### src/spias_pkg.sv
// Constants and types for the serial port with its audio framing mode.
// How it works
// - SPI master or slave, full or half duplex
// - Master bit clock from 3-bit prescaler, eight rates
// - SPI frame length four to sixteen bits
// - Audio mode, master or slave, one direction
// - Audio slots 16 or 32, data 16/24/32
// - Four audio standards with word-select framing
// - Eight-bit linear prescaler sets sample rate
// - Audio master clock at 256 times sample rate
// - Bit rate never above 18 Mbit/s
package spias_pkg;

  ////////////////////////////////////////////////////////////////////////////
  // Clock and rates
  localparam int CLK_HZ = 20_000_000; // Reference clock rate
  localparam int MAX_BIT_HZ = 18_000_000; // Fastest serial bit rate
  // Shortest half period of the bit clock, rounded up to whole cycles
  localparam int MIN_HALF_CYC = (CLK_HZ + 2 * MAX_BIT_HZ - 1) / (2 * MAX_BIT_HZ);
  localparam logic [10:0] MIN_HALF = 11'(MIN_HALF_CYC);
  localparam int FS_MIN_HZ = 8_000; // Lowest audio sample rate
  localparam int FS_MAX_HZ = 192_000; // Highest audio sample rate
  localparam int MCLK_RATIO = 256; // Master clock over sample rate

  ////////////////////////////////////////////////////////////////////////////
  // Widths and sizes
  localparam int RATE_SEL_W = 3; // Bit clock selector width
  localparam int FRAME_W = 5; // Frame length field width
  localparam logic [4:0] FRAME_MIN = 5'h04; // Shortest SPI frame
  localparam logic [4:0] FRAME_MAX = 5'h10; // Longest SPI frame
  localparam int DIV_W = 8; // Audio prescaler width
  localparam int WORD_W = 32; // Data word width
  localparam int FIFO_DEPTH = 8; // Transmit FIFO depth
  localparam logic [5:0] SLOT_SHORT = 6'h10; // Short audio slot
  localparam logic [5:0] SLOT_LONG = 6'h20; // Long audio slot
  localparam logic [5:0] DLEN_BITS_16 = 6'h10; // Sample width choices
  localparam logic [5:0] DLEN_BITS_24 = 6'h18;
  localparam logic [5:0] DLEN_BITS_32 = 6'h20;

  ////////////////////////////////////////////////////////////////////////////
  // Types
  typedef enum logic [1:0] {STD_PHILIPS, STD_MSB, STD_LSB, STD_PCM} spias_std_t;
  typedef enum logic [1:0] {DLEN_16, DLEN_24, DLEN_32, DLEN_RSV} spias_dlen_t;
  typedef enum {ST_IDLE, ST_RUN, ST_DONE} spias_state_t;

endpackage : spias_pkg

### src/spias_top.sv
// Serial port top: SPI master/slave and audio framing mode.
`timescale 1ns/1ns
module spias_top #(
  parameter int FIFO_DEPTH = spias_pkg::FIFO_DEPTH
) (
  input wire logic ref_clk,
  input wire logic rst_n,
  input wire logic enable,
  input wire logic audio_mode,
  input wire logic master_mode,
  input wire logic one_line,
  input wire logic one_line_tx,
  input wire logic audio_tx,
  input wire logic [2:0] rate_sel,
  input wire logic [4:0] frame_len,
  input wire logic [1:0] audio_std,
  input wire logic slot_32,
  input wire logic [1:0] data_len,
  input wire logic [7:0] rate_div,
  input wire logic mclk_enable,
  input wire logic [31:0] tx_data,
  input wire logic tx_valid,
  output logic tx_ready,
  output logic [31:0] rx_data,
  output logic rx_valid,
  input wire logic rx_ack,
  input wire logic sck_in,
  output logic sck_out,
  output logic sck_oe,
  input wire logic mosi_in,
  output logic mosi_out,
  output logic mosi_oe,
  input wire logic miso_in,
  output logic miso_out,
  output logic miso_oe,
  input wire logic ws_in,
  output logic ws_out,
  output logic ws_oe,
  output logic mclk_out
);

  spias_pkg::spias_state_t state_r; // Transfer state
  spias_pkg::spias_std_t std_sel; // Audio standard
  logic [31:0] ff_data; // FIFO head word
  logic ff_valid; // FIFO head present
  logic ff_pop; // Take head word
  logic [4:0] fl; // Clamped frame length
  logic [5:0] slot_len; // Audio slot length
  logic [5:0] dat_len; // Audio sample length
  logic [5:0] wl; // Bits per word on the line
  logic [7:0] dv; // Audio prescaler, never zero
  logic [10:0] half_cyc; // Bit clock half period
  logic [10:0] div_cnt_r; // Bit clock divider
  logic sck_r; // Generated bit clock
  logic sck_prev_r; // Previous sampled bit clock
  logic [7:0] mclk_cnt_r; // Master clock divider
  logic mclk_r; // Master clock
  logic clk_run; // Local bit clock running
  logic mclk_run; // Master clock running
  logic tick; // Bit clock half period done
  logic rise_ev; // Sampling edge
  logic fall_ev; // Launch edge
  logic din; // Selected data input
  logic need_tx; // Words are sent
  logic need_rx; // Words are received
  logic start_ok; // Transfer may begin
  logic word_end; // Last bit of a word on line
  logic load; // Fetch next word
  logic [31:0] sh_r; // Transmit shifter
  logic [31:0] rx_sh_r; // Receive shifter
  logic [31:0] rx_word; // Aligned received word
  logic rx_push; // Received word complete
  logic [5:0] bit_r; // Bit index in word
  logic chan_r; // Audio channel
  logic ws_seen_r; // Last sampled word select
  logic dout_r; // Serial data out
  logic ws_r; // Select or word-select out
  logic [31:0] rx_data_r; // Received word holder
  logic rx_valid_r; // Received word ready
  logic sck_oe_r; // Output enables
  logic mosi_oe_r;
  logic miso_oe_r;
  logic ws_oe_r;

  ////////////////////////////////////////////////////////////////////////////
  // Transmit FIFO
  spias_fifo #(.W(spias_pkg::WORD_W), .DEPTH(FIFO_DEPTH)) u_txq (
    .ref_clk(ref_clk),
    .rst_n(rst_n),
    .in_data(tx_data),
    .in_valid(tx_valid),
    .in_ready(tx_ready),
    .out_data(ff_data),
    .out_valid(ff_valid),
    .out_ready(ff_pop)
  );

  ////////////////////////////////////////////////////////////////////////////
  // Word geometry and rates
  always_comb begin
    std_sel = spias_pkg::spias_std_t'(audio_std);
    fl = frame_len;
    if (frame_len < spias_pkg::FRAME_MIN) begin
      fl = spias_pkg::FRAME_MIN;
    end else if (frame_len > spias_pkg::FRAME_MAX) begin
      fl = spias_pkg::FRAME_MAX;
    end
    slot_len = slot_32 ? spias_pkg::SLOT_LONG : spias_pkg::SLOT_SHORT;
    unique case (spias_pkg::spias_dlen_t'(data_len))
      spias_pkg::DLEN_24: dat_len = spias_pkg::DLEN_BITS_24;
      spias_pkg::DLEN_32: dat_len = spias_pkg::DLEN_BITS_32;
      default: dat_len = spias_pkg::DLEN_BITS_16;
    endcase
    if (!slot_32) begin
      dat_len = spias_pkg::DLEN_BITS_16; // Short slot packs 16 bits only
    end
    wl = audio_mode ? slot_len : {1'b0, fl};
    dv = (rate_div == 8'h00) ? 8'h01 : rate_div;
    // Bit clock is 4 or 8 master clock periods in audio mode
    if (audio_mode) begin
      half_cyc = slot_32 ? {1'b0, dv, 2'b00} : {dv, 3'b000};
    end else begin
      half_cyc = 11'h001 << rate_sel;
    end
    if (half_cyc < spias_pkg::MIN_HALF) begin
      half_cyc = spias_pkg::MIN_HALF;
    end
  end

  // Word select level for a given bit and channel
  function automatic logic ws_of(input logic [5:0] b, input logic c);
    logic last;
    last = (b == wl - 6'h01);
    unique case (std_sel)
      spias_pkg::STD_PHILIPS: ws_of = last ? ~c : c;
      spias_pkg::STD_PCM: ws_of = last & c;
      default: ws_of = c;
    endcase
  endfunction : ws_of

  // Place a software word in the transmit shifter
  function automatic logic [31:0] align_tx(input logic [31:0] w);
    if (!audio_mode) begin
      align_tx = w << (6'h20 - {1'b0, fl});
    end else if (std_sel == spias_pkg::STD_LSB) begin
      align_tx = w >> (slot_len - dat_len);
    end else begin
      align_tx = w;
    end
  endfunction : align_tx

  ////////////////////////////////////////////////////////////////////////////
  // Bit clock: local divider in master roles, sampled pin in slave roles
  assign clk_run = master_mode && (state_r == spias_pkg::ST_RUN);
  assign mclk_run = clk_run && audio_mode && mclk_enable;
  assign tick = clk_run && (div_cnt_r == half_cyc - 11'h001);

  always_ff @(posedge ref_clk or negedge rst_n) begin
    if (!rst_n) begin
      div_cnt_r <= 11'h000;
      sck_r <= 1'b0;
    end else if (!clk_run) begin
      div_cnt_r <= 11'h000; // Idle low between frames
      sck_r <= 1'b0;
    end else if (tick) begin
      div_cnt_r <= 11'h000;
      sck_r <= ~sck_r;
    end else begin
      div_cnt_r <= div_cnt_r + 11'h001;
    end
  end

  // Master clock for an external audio part
  always_ff @(posedge ref_clk or negedge rst_n) begin
    if (!rst_n) begin
      mclk_cnt_r <= 8'h00;
      mclk_r <= 1'b0;
    end else if (!mclk_run) begin
      mclk_cnt_r <= 8'h00;
      mclk_r <= 1'b0;
    end else if (mclk_cnt_r == dv - 8'h01) begin
      mclk_cnt_r <= 8'h00;
      mclk_r <= ~mclk_r;
    end else begin
      mclk_cnt_r <= mclk_cnt_r + 8'h01;
    end
  end

  // Slave edge detection on the synchronous clock pin
  always_ff @(posedge ref_clk or negedge rst_n) begin
    if (!rst_n) begin
      sck_prev_r <= 1'b0;
    end else begin
      sck_prev_r <= sck_in;
    end
  end

  ////////////////////////////////////////////////////////////////////////////
  // Control terms
  always_comb begin
    if (master_mode) begin
      rise_ev = tick && !sck_r;
      fall_ev = tick && sck_r;
    end else begin
      rise_ev = (state_r == spias_pkg::ST_RUN) && sck_in && !sck_prev_r;
      fall_ev = (state_r == spias_pkg::ST_RUN) && !sck_in && sck_prev_r;
    end
    // Audio data rides the first data line; one-line SPI uses the driver's line
    if (audio_mode || (one_line == master_mode)) begin
      din = mosi_in;
    end else begin
      din = miso_in;
    end
    need_tx = audio_mode ? audio_tx : (!one_line || one_line_tx);
    need_rx = audio_mode ? !audio_tx : (!one_line || !one_line_tx);
    if (audio_mode || !master_mode) begin
      start_ok = enable && (audio_mode || !ws_in);
    end else begin
      start_ok = enable && (need_tx ? ff_valid : !rx_valid_r);
    end
    word_end = fall_ev && (bit_r == wl - 6'h01);
    load = ((state_r == spias_pkg::ST_IDLE) && start_ok)
        || ((state_r == spias_pkg::ST_RUN) && word_end && (audio_mode || !master_mode));
    ff_pop = load && need_tx && ff_valid;
    rx_push = rise_ev && need_rx && (bit_r == wl - 6'h01) && (state_r == spias_pkg::ST_RUN);
    if (!audio_mode) begin
      rx_word = rx_sh_r;
    end else if (std_sel == spias_pkg::STD_LSB) begin
      rx_word = {rx_sh_r[30:0], din} << (6'h20 - dat_len);
    end else begin
      rx_word = ({rx_sh_r[30:0], din} << (6'h20 - slot_len)) & ~(32'hFFFFFFFF >> dat_len);
    end
    if (!audio_mode) begin
      rx_word = {rx_sh_r[30:0], din};
    end
  end

  ////////////////////////////////////////////////////////////////////////////
  // Transfer state
  always_ff @(posedge ref_clk or negedge rst_n) begin
    if (!rst_n) begin
      state_r <= spias_pkg::ST_IDLE;
    end else begin
      unique case (state_r)
        spias_pkg::ST_IDLE: begin
          if (start_ok) begin
            state_r <= spias_pkg::ST_RUN;
          end
        end
        spias_pkg::ST_RUN: begin
          if (!enable || (!audio_mode && !master_mode && ws_in)) begin
            state_r <= spias_pkg::ST_IDLE; // Disabled or deselected
          end else if (!audio_mode && master_mode && word_end) begin
            state_r <= spias_pkg::ST_DONE;
          end
        end
        spias_pkg::ST_DONE: state_r <= spias_pkg::ST_IDLE;
      endcase
    end
  end

  // Shifters, bit position, channel and word select
  always_ff @(posedge ref_clk or negedge rst_n) begin
    if (!rst_n) begin
      sh_r <= 32'h00000000;
      rx_sh_r <= 32'h00000000;
      bit_r <= 6'h00;
      chan_r <= 1'b0;
      ws_seen_r <= 1'b0;
      dout_r <= 1'b0;
      ws_r <= 1'b1;
    end else begin
      if (load) begin
        sh_r <= ff_pop ? align_tx(ff_data) : 32'h00000000;
        dout_r <= ff_pop ? 1'(align_tx(ff_data) >> 31) : 1'b0;
        rx_sh_r <= 32'h00000000;
        bit_r <= 6'h00;
        chan_r <= (state_r == spias_pkg::ST_RUN) ? ~chan_r : 1'b0;
        ws_r <= audio_mode ? ws_of(6'h00, (state_r == spias_pkg::ST_RUN) ? ~chan_r : 1'b0)
                           : 1'b0;
      end else if (fall_ev) begin
        sh_r <= sh_r << 1;
        dout_r <= sh_r[30];
        bit_r <= bit_r + 6'h01;
        if (audio_mode) begin
          ws_r <= ws_of(bit_r + 6'h01, chan_r);
        end
      end else if (rise_ev) begin
        rx_sh_r <= {rx_sh_r[30:0], din};
        ws_seen_r <= ws_in;
        // Audio slave locks its slot to the word-select edges
        if (audio_mode && !master_mode && (ws_in != ws_seen_r)) begin
          if (std_sel == spias_pkg::STD_MSB || std_sel == spias_pkg::STD_LSB) begin
            bit_r <= 6'h00;
            chan_r <= ws_in;
            rx_sh_r <= {31'h00000000, din};
          end else if (std_sel == spias_pkg::STD_PHILIPS || ws_in) begin
            bit_r <= wl - 6'h01;
            chan_r <= (std_sel == spias_pkg::STD_PCM) ? 1'b1 : ~ws_in;
          end
        end
      end else if (state_r != spias_pkg::ST_RUN && !audio_mode) begin
        ws_r <= 1'b1; // Chip select released between frames
      end
    end
  end

  // Received word holder; a new word wins over a same-cycle acknowledge
  always_ff @(posedge ref_clk or negedge rst_n) begin
    if (!rst_n) begin
      rx_data_r <= 32'h00000000;
      rx_valid_r <= 1'b0;
    end else if (rx_push) begin
      rx_data_r <= rx_word;
      rx_valid_r <= 1'b1;
    end else if (rx_ack) begin
      rx_valid_r <= 1'b0;
    end
  end

  // Pin drivers per role and direction
  always_ff @(posedge ref_clk or negedge rst_n) begin
    if (!rst_n) begin
      sck_oe_r <= 1'b0;
      ws_oe_r <= 1'b0;
      mosi_oe_r <= 1'b0;
      miso_oe_r <= 1'b0;
    end else begin
      sck_oe_r <= enable && master_mode;
      ws_oe_r <= enable && master_mode;
      mosi_oe_r <= enable && (audio_mode ? audio_tx : (master_mode && need_tx));
      miso_oe_r <= enable && !audio_mode && !master_mode && need_tx && !ws_in;
    end
  end

  assign sck_out = sck_r;
  assign sck_oe = sck_oe_r;
  assign mosi_out = dout_r;
  assign mosi_oe = mosi_oe_r;
  assign miso_out = dout_r;
  assign miso_oe = miso_oe_r;
  assign ws_out = ws_r;
  assign ws_oe = ws_oe_r;
  assign mclk_out = mclk_r;
  assign rx_data = rx_data_r;
  assign rx_valid = rx_valid_r;

  ////////////////////////////////////////////////////////////////////////////
  // Checks with their helper counters
  logic [10:0] sck_age_r; // Cycles since bit clock change
  logic [4:0] rise_cnt_r; // Bit clock rises in a frame
  logic [3:0] mrise_r; // Master clock rises per bit period
  logic first_r; // First bit period seen
  always_ff @(posedge ref_clk or negedge rst_n) begin
    if (!rst_n) begin
      sck_age_r <= 11'h000;
      rise_cnt_r <= 5'h00;
      mrise_r <= 4'h0;
      first_r <= 1'b0;
    end else begin
      sck_age_r <= (sck_r != sck_out) || tick ? 11'h000
                 : (sck_age_r == 11'h7FF ? sck_age_r : sck_age_r + 11'h001);
      rise_cnt_r <= ws_r ? 5'h00 : rise_cnt_r + 5'((tick && !sck_r) ? 1 : 0);
      mrise_r <= (tick && !sck_r) ? 4'h0
               : mrise_r + 4'((mclk_cnt_r == dv - 8'h01 && !mclk_r && mclk_run) ? 1 : 0);
      first_r <= mclk_run && (first_r || (tick && !sck_r));
    end
  end

  AST_SLAVE_NO_CLOCK: assert property (@(posedge ref_clk) disable iff (!rst_n)
    !master_mode |=> !sck_oe)
    else $error("Slave drives the bit clock");

  AST_HALF_PERIOD: assert property (@(posedge ref_clk) disable iff (!rst_n)
    (tick && $stable(rate_sel) && !audio_mode) |-> (12'(sck_age_r) + 12'h001 >= 12'(half_cyc))
      && (half_cyc >= spias_pkg::MIN_HALF))
    else $error("Bit clock half period too short");

  AST_FRAME_BITS: assert property (@(posedge ref_clk) disable iff (!rst_n)
    (enable && master_mode && !audio_mode && $stable(frame_len) && $rose(ws_out))
      |-> ($past(rise_cnt_r) == fl))
    else $error("SPI frame has the wrong bit count");

  AST_AUDIO_ONE_WAY: assert property (@(posedge ref_clk) disable iff (!rst_n)
    (enable && audio_mode && $stable(audio_tx)) |=> !miso_oe && (mosi_oe == $past(audio_tx)))
    else $error("Audio mode data direction wrong");

  AST_WS_AT_SLOT: assert property (@(posedge ref_clk) disable iff (!rst_n)
    (clk_run && audio_mode && std_sel == spias_pkg::STD_MSB && $changed(ws_out)
      && $past(clk_run)) |-> (bit_r == 6'h00))
    else $error("Word select moved away from slot start");

  AST_MCLK_RATIO: assert property (@(posedge ref_clk) disable iff (!rst_n)
    (mclk_run && first_r && tick && !sck_r && $stable(slot_32) && $stable(rate_div))
      |-> (mrise_r == (slot_32 ? 4'h4 : 4'h8)))
    else $error("Master clock not 256 times sample rate");

  AST_RX_READY: assert property (@(posedge ref_clk) disable iff (!rst_n)
    rx_push |=> rx_valid ##0 (rx_data == $past(rx_word)))
    else $error("Received word not flagged");

endmodule : spias_top

### src/spias_fifo.sv
// Small FIFO with registered output stage and registered ready.
`timescale 1ns/1ns
module spias_fifo #(
  parameter int W = 32,
  parameter int DEPTH = 8
) (
  input wire logic ref_clk,
  input wire logic rst_n,
  input wire logic [W-1:0] in_data,
  input wire logic in_valid,
  output logic in_ready,
  output logic [W-1:0] out_data,
  output logic out_valid,
  input wire logic out_ready
);

  localparam int AW = $clog2(DEPTH);
  localparam logic [AW:0] FULL_CNT = (AW + 1)'(DEPTH);

  logic [W-1:0] mem [DEPTH]; // Storage words
  logic [AW-1:0] wr_ptr_r; // Write index
  logic [AW-1:0] rd_ptr_r; // Read index
  logic [AW:0] count_r; // Words held in storage
  logic [AW:0] count_nxt; // Next word count
  logic in_ready_r; // Room for one more word
  logic [W-1:0] out_data_r; // Output stage word
  logic out_valid_r; // Output stage holds a word
  logic push; // Word accepted this cycle
  logic pop_mem; // Word moves to the output stage

  ////////////////////////////////////////////////////////////////////////////
  // Handshake terms
  assign push = in_valid && in_ready_r;
  assign pop_mem = (count_r != '0) && (!out_valid_r || out_ready);

  // Count update
  always_comb begin
    count_nxt = count_r;
    if (push && !pop_mem) begin
      count_nxt = count_r + 1'b1;
    end else if (!push && pop_mem) begin
      count_nxt = count_r - 1'b1;
    end
  end

  // Storage write
  always_ff @(posedge ref_clk) begin
    if (push) begin
      mem[wr_ptr_r] <= in_data;
    end
  end

  // Pointers, count and ready
  always_ff @(posedge ref_clk or negedge rst_n) begin
    if (!rst_n) begin
      wr_ptr_r <= '0;
      rd_ptr_r <= '0;
      count_r <= '0;
      in_ready_r <= 1'b1;
    end else begin
      if (push) begin
        wr_ptr_r <= AW'((wr_ptr_r + 1'b1) % DEPTH);
      end
      if (pop_mem) begin
        rd_ptr_r <= AW'((rd_ptr_r + 1'b1) % DEPTH);
      end
      count_r <= count_nxt;
      in_ready_r <= (count_nxt != FULL_CNT);
    end
  end

  // Output stage
  always_ff @(posedge ref_clk or negedge rst_n) begin
    if (!rst_n) begin
      out_data_r <= '0;
      out_valid_r <= 1'b0;
    end else if (pop_mem) begin
      out_data_r <= mem[rd_ptr_r];
      out_valid_r <= 1'b1;
    end else if (out_ready) begin
      out_valid_r <= 1'b0;
    end
  end

  assign in_ready = in_ready_r;
  assign out_data = out_data_r;
  assign out_valid = out_valid_r;

  // A full store never offers room
  AST_FULL_NO_ROOM: assert property (@(posedge ref_clk) disable iff (!rst_n)
    (count_r == FULL_CNT) |-> !in_ready)
    else $error("FIFO full but ready high");

endmodule : spias_fifo

### config.mk
export PLATFORM = sky130hd
export DESIGN_NAME = spias_top
export DESIGN_NICKNAME = d
export VERILOG_FILES = /design/src/spias_pkg.sv /design/src/spias_top.sv /design/src/spias_fifo.sv
export SDC_FILE = /design/constraint.sdc
export NUM_CORES = 1
export LEC_CHECK = 0
export ABC_AREA = 1
export CORE_UTILIZATION = 58
export CTS_CLUSTER_SIZE = 30
export DETAILED_ROUTE_END_ITERATION = 8
export DONT_BUFFER_PORTS = 1
export PLACE_DENSITY = 0.76
export SLEW_MARGIN = 25
export SYNTH_ARGS = -nofsm -noshare
export SYNTH_HDL_FRONTEND = slang
export SYNTH_SLANG_ARGS = --single-unit
### constraint.sdc
create_clock -name ref_clk -period 2.8 [get_ports ref_clk]
set_clock_uncertainty 0.15 [all_clocks]
set_input_delay 0.14 -clock ref_clk [delete_from_list [all_inputs] [get_ports ref_clk]]
set_output_delay 0.14 -clock ref_clk [all_outputs]
set_load 0.02 [all_outputs]
======== After elaboration in Yosys (flattened, before gate mapping) ========
Memories as Yosys holds them, arrays and structs flattened. A register that Yosys moved wholly into a read port is not among the register bits.
Index checks and enable logic that the tools add are counted.
cells by class
  multiplexer cells ....................... 77
  reductions and logical operators ........ 86
  bitwise operators ....................... 11
  eq/ne operators ......................... 23
  order comparisons ....................... 3
  shifts and indexed selects .............. 6
  $add $sub $neg .......................... 14
operators by type and width
  operator                                                                count
  31-bit two-way mux                                                      8
  32-bit two-way mux                                                      7
  32-bit one-hot mux with 3 select lines                                  1
  32-bit by 6-bit << shifter with 32-bit output                           3
  32-bit by 2-bit equality test with 1-bit output, second input constant  2
  32-bit logical NOT                                                      2
  11-bit two-way mux                                                      5
  6-bit two-way mux                                                       9
  1-bit logical AND                                                       39
  1-bit two-way mux                                                       37
  32-bit bitwise AND                                                      1
  32-bit by 1-bit equality test with 1-bit output, second input constant  1
  32-bit by 2-bit != test with 1-bit output, second input constant        1
  32-bit inverter                                                         1
  32-bit by 6-bit right shift with 32-bit output                          1
  32-bit by 6-bit right shift with 32-bit output, first input constant    1
  8-bit two-way mux                                                       3
  1-bit logical NOT                                                       15
  6-bit equality test                                                     2
  6-bit one-hot mux with 2 select lines                                   1
  3-bit nonzero test                                                      4
  6-bit subtractor, first input constant                                  2
  11-bit by 1-bit adder with 11-bit output, second input constant         1
  11-bit equality test                                                    1
  other kinds (39)                                                        72
word-level totals
  bits of input ports ..................... 68
  bits in registers ....................... 174
  memory bits (writable) .................. 256
  output and inout bits ................... 43
  memories ................................ 1
memory list
  name       words  width  read ports  clocked after memory_dff  wr ports  RTL line          text
  u_txq.mem  8      32     1           1                         1         spias_fifo.sv:20  logic [W-1:0] mem [DEPTH];

======== Depth between registers and ports, before layout ========
  depth after elaboration ................. 23
  mapped depth ............................ 27

======== Cells and area by module ========
From an unflattened synthesis, not the netlist that was laid out.
second synthesis, totals
  cells, all modules ...................... 2570
  area total of the unflattened synthesis .. 22379.0 um^2
modules (own cells, without submodules)
  module      times used  sequential area each (um^2)  cells an instance  area each (um^2)
  spias_fifo  1           8789.7                       919                11780.0
  spias_top   1           3304.4                       1651               10598.9

======== Worst setup path before layout ========
Ideal clock, no wire load.
  path kind ............................... input -> register
  start ................................... input audio_mode
  end ..................................... register u_txq.out_data_r[0] (netlist: u_txq.out_data[0]) (read register of u_txq.mem)
  slack ................................... -514 ps
  stages on the path ...................... 23
  library setup time ...................... 74 ps
  arrival ................................. 3089 ps
  cells stage by stage .................... buf_4 -> inv_2 -> clkbuf_1 -> clkbuf_1 -> nand3_1 -> ha_1 -> inv_1 -> xor2_1 -> xor2_1 -> nand3_1 -> a21oi_1 -> nand2_1 -> nor2_1 -> nand2_4 -> nand2_8 -> nand2_4 -> nand2_8 -> nand2_8 -> inv_6 -> buf_12 -> buf_12 -> o211ai_2 -> o21ai_2
on the way
  cells in the longest elaborated chain, start to end .. 16
RTL lines
  what                                            RTL line          text
  start, declared                                 spias_top.sv:9    input wire logic audio_mode,
  11-bit two-way mux                              spias_top.sv:120  if (audio_mode) begin
  11-bit by 1-bit < comparator with 1-bit output  spias_top.sv:125  if (half_cyc < spias_pkg::MIN_HALF) begin
  11-bit two-way mux                              spias_top.sv:125
  11-bit by 1-bit subtractor with 11-bit output   spias_top.sv:156  assign tick = clk_run && (div_cnt_r == half_cyc - 11'h001);
  11-bit equality test                            spias_top.sv:156
  1-bit logical AND                               spias_top.sv:156
  1-bit logical AND                               spias_top.sv:203  fall_ev = tick && sck_r;
  1-bit two-way mux                               spias_top.sv:201  if (master_mode) begin
  1-bit logical AND                               spias_top.sv:221  word_end = fall_ev && (bit_r == wl - 6'h01);
  1-bit logical AND (2 in a row)                  spias_top.sv:223  || ((state_r == spias_pkg::ST_RUN) && word_end && (audio_mode || !master_mode));
  1-bit logical OR                                spias_top.sv:223
  1-bit logical AND (*) (2 in a row)              spias_top.sv:224  ff_pop = load && need_tx && ff_valid;
  1-bit logical OR (*)                            spias_fifo.sv:34  assign pop_mem = (count_r != '0) && (!out_valid_r || out_ready);
  1-bit logical AND (*)                           spias_fifo.sv:34
  end, declared                                   spias_fifo.sv:26  logic [W-1:0] out_data_r;
Mark *: on every way between the ends. The rest lies on a longest branch, timed or not.
A chain may end at the register's enable or synchronous reset.

======== Final worst setup path ========
  start ................................... register bit_r[1]
  end ..................................... register ws_r (netlist: ws_out)
on the way
  cells in the longest elaborated chain, start to end .. 7
RTL lines
  what                                                                           RTL line                            text
  start, declared                                                                spias_top.sv:73                     logic [5:0] bit_r;
  start signal, assigned                                                         spias_top.sv:284                    bit_r <= bit_r + 6'h01;
  start signal, assigned                                                         spias_top.sv:298                    bit_r <= wl - 6'h01;
  6-bit by 1-bit adder with 6-bit output or 6-bit equality test (tied branches)  spias_top.sv:286, spias_top.sv:221
  6-bit equality test or 1-bit logical AND (tied branches)                       spias_top.sv:133, spias_top.sv:221
  1-bit bitwise AND (tied with other cells)                                      spias_top.sv:136                    spias_pkg::STD_PCM: ws_of = last & c;
  1-bit one-hot mux with 2 select lines or 1-bit logical AND (tied branches)     spias_top.sv:134, spias_top.sv:223
  1-bit two-way mux or 1-bit logical OR (tied branches)                          spias_top.sv:285, spias_top.sv:223
  1-bit two-way mux (tied with other cells)                                      spias_top.sv:281                    end else if (fall_ev) begin
  1-bit two-way mux or 3-bit AND reduction (tied branches)                       --
  end signal, assigned                                                           spias_top.sv:279                    ws_r <= audio_mode ? ws_of(6'h00, (state_r == spias_pkg::ST_RUN) ? ~chan_r : 1'b0)
  end signal, assigned                                                           spias_top.sv:286                    ws_r <= ws_of(bit_r + 6'h01, chan_r);
  end, declared                                                                  spias_top.sv:77                     logic ws_r;
Several ways; a longest one is shown, not always the timed one. The select of a mux whose other input is x is not followed.

==> impl_results.md <==
* Cell Area, Synth at 21800 sq um
* Max Slew Vio Count at 0
* Nets at 2485
* Relative slew slack at 0.517
* Sequential share of the synthesized area at 0.555
* DRT iter0 DRCs at 1864
* Routed wire length at 57.8 mm
* Worst R2R Setup Slack at 120 ps
* Final period util at 0.957
* Hold Crit Class: input port to async pin
* Clk slew on worst S/H paths at 60 ps
* Crit path launch: bit_r[1]
* Fillers at 2833
* Largest net degree at the start of global routing at 177
* Register area at 12100 sq um
* Die Area at 38400 sq um
* Vias per Instance at 6.06
* Final instance area at 25300 sq um
* Fin. Hold Viols at 177
* Clock sink count at 432
* Crit Reg-Reg Endpoint: ws_out
* Num CTS Buffers at 45
* Total design power at 23800 uW
* Placement Setup Slack at -69.2 ps
* # DRC at 0
* Area Growth Syn to Fin at 15.9%
* Power per standard cell area at 942 nW/um^2
* Cell Chain, Critical Path: ha_1 -> nand3_1 -> xor2_1 -> xnor2_1 -> nand2_1 -> nor4_2 -> ha_1 -> a22o_1 -> nand2_1 -> nand2_1 -> a31oi_1 -> a32oi_1
* R2R depth at 12
* Setup Viol. Count Final at 0
* Layout cells sized above 1 at 0.127
* CP startpoint kind: register
* Number of cell rows at 70
* Final Hold Slack at -883 ps
* Worst setup path endpoint: ws_out
* Most frequent cells in the layout: 385 x o21ai_0, 348 x nand2_1, 256 x edfxtp_1
* CTS tree: built
* PortBufs at 0
* Clk root buf: clkbuf_16
* Total gr overflow at 0
* Boundary pin count at 111
* Vias in the first global route at 17000
* Netlist cell types at 60
* GRT Max-Usage Layer: met2
* GRT met3 Usage at 0.0454
* Global Route met2 Usage at 0.491
* Flops & latches, synth at 432
* Status: finished with violations
* Synth top area share at 0.353
* Hold_buf cts at 60
* CP max stage delay at 430 ps
* Reg2reg start: bit_r[1]
* Die width at 196 um
* First drt pass iteration count at 6
* Req. time, crit path at 3150 ps
* WL/cell at 20.0 um
* Starting Density at 0.593
* Post-Syn Nets at 2414
* Most used cell, CP: nand2_1
* Highest ir drop seen on vdd at 0.783 mV
* GR Layer Usage met1 at 0.421
* Max-cap violation count at 0
* Synth Flop Type: edfxtp_1
* Area of the multi-input gates at 8520 sq um
* Syn Inst Count at 2323
* DR vias at 17500
* Post-DP Area at 22900 sq um
* # H-tree levels at 2
* Post-synth ARST share at 0.407
* Slew @ Worst Pin at 722 ps
* Initial antenna violation count at 0
* RSZ-0062 raised after global routing: true
* Violated checks: negative hold slack
* Critical path type: register to register
* Synthesized area per cell at 9.38 sq um
* Hpwl dp at 36.6 mm
* Antenna diodes at 0
* CP Max Fanout at 5
* Cell taking the most area after synthesis: edfxtp_1
* Number of antenna-violating nets in the routed design at 0
* Aggregate global-route resource usage at 0.303
* Lkg Pwr at 0.00997 uW
* Clock latency on the worst-skew pair at 580 ps
* Critical path capture point type: register
* GP Congestion at 1.03
* Commonest non-fill, non-tap cell in the layout: o21ai_0
* Setup ws final at 120 ps
* Die height at 196 um
* Bufs on Longest Clock Path at 3
* CP max stage cell: dfrtp_1
* Top post-synthesis cells by area: edfxtp_1 35%, dfrtp_1 20%, o21ai_0 9.0%, nand2_1 6.1%, nor2_1 4.5%
* Tmin final at 2680 ps
* Arr. time, crit path at 3030 ps
* Post-layout util at 0.687
* Synth warnings at 0
* Global-route wire length before repair at 91.3 mm
* Placeable core region at 36800 sq um
* Post-synth EDFFs at 256
* Max Fclk at 373 MHz
## synth_stat cells, drive strengths merged, types with 14 or more instances
cell / number
a21oi: 86
buf: 27
clkbuf: 115
dfrtp: 174
edfxtp: 256
ha: 23
inv: 190
nand2: 368
nand3: 65
nor2: 269
nor3: 35
o211ai: 58
o21ai: 428
o221ai: 38
o22ai: 46
o31ai: 14
xnor2: 14
xor2: 35
## metrics by stage
stage	instances	hold slack, ps	TNS (ps)
3_3_place_gp	2749	-298	0
3_5_place_dp	2749	-298	-1970
4_1_cts	2888	-910	0
5_1_grt	2894	-895	-512
2_1_floorplan	2323	-306	-39520
6_report	2894	-883	0
## kinds of logic (layout without fill, tap and decap cells)
kind of cell    Yosys count  after routing  share of synthesized area
mux                      10             10                    0.00459
buf+inv                 337            440                     0.0626
fa+ha+maj                23             23                     0.0132
simple gates            759            759                      0.147
flops                   432            432                      0.555
xor+xnor                 49             49                     0.0197
compound gates          713            713                      0.198
## how the worst min path moves through the flow
stage / from / to / slack [ps] / cells past startpoint
after global routing: rst_n / mclk_out / -900 / 0
after floorplan: rst_n / bit_r[0] / -310 / 0
after global placement: rst_n / mclk_out / -300 / 0
after detailed placement: rst_n / mclk_cnt_r[7] / -300 / 0
final: rst_n / mclk_cnt_r[7] / -880 / 0
after CTS: rst_n / u_txq.out_data[26] / -910 / 0
## layout make-up
class                   count  area share
inverters                 195      0.0296
repair buffers            166      0.0683
clock inverters            25      0.0155
multi-input cells        1554       0.337
clock buffers              54      0.0471
flip-flops and latches    432       0.479
well taps                 468      0.0232
## flip-flops by register name (all words and copies together), names as in the netlist, 2 cells and up
name            cells
div_cnt_r          11
rx_data            32
state_r             2
rx_sh_r            31
sh_r               31
mclk_cnt_r          8
u_txq.rd_ptr_r      3
bit_r               6
u_txq.count_r       4
u_txq.wr_ptr_r      3
u_txq.mem         256
u_txq.out_data     32
## what timing repair did
| item | 4_1_cts | 5_1_grt |
|---|---|---|
| resized for setup | 0 | 35 |
| buffers inserted | 0 | 3 |
| endpoints found under the hold margin | 552 | 176 |
| setup endpoints to repair | 0 | 137 |
## report_power, final
group | leakage (uW) | total (uW) | internal, uW | switching, uW
Clock | 0.000761 | 6370 | 3870 | 2500
Combinational | 0.00460 | 8490 | 2890 | 5600
Sequential | 0.00460 | 8950 | 8100 | 846
Total | 0.00997 | 23800 | 14900 | 8940
## per-layer routing
layer	wire, um	share of wire	up-vias
met5	0	0	-
met4	1290	0.022	0
met3	4130	0.071	96
met2	27600	0.48	745
met1	24800	0.43	8464
li1	-	-	8244
## critical path: cells and delay by family (launching register included)
family          cells  cell delay, ps
simple gates        5             660
flops               1             430
fa+ha+maj           2             540
compound gates      3             470
xor+xnor            2             370
Power figures use the tool's default switching activity.
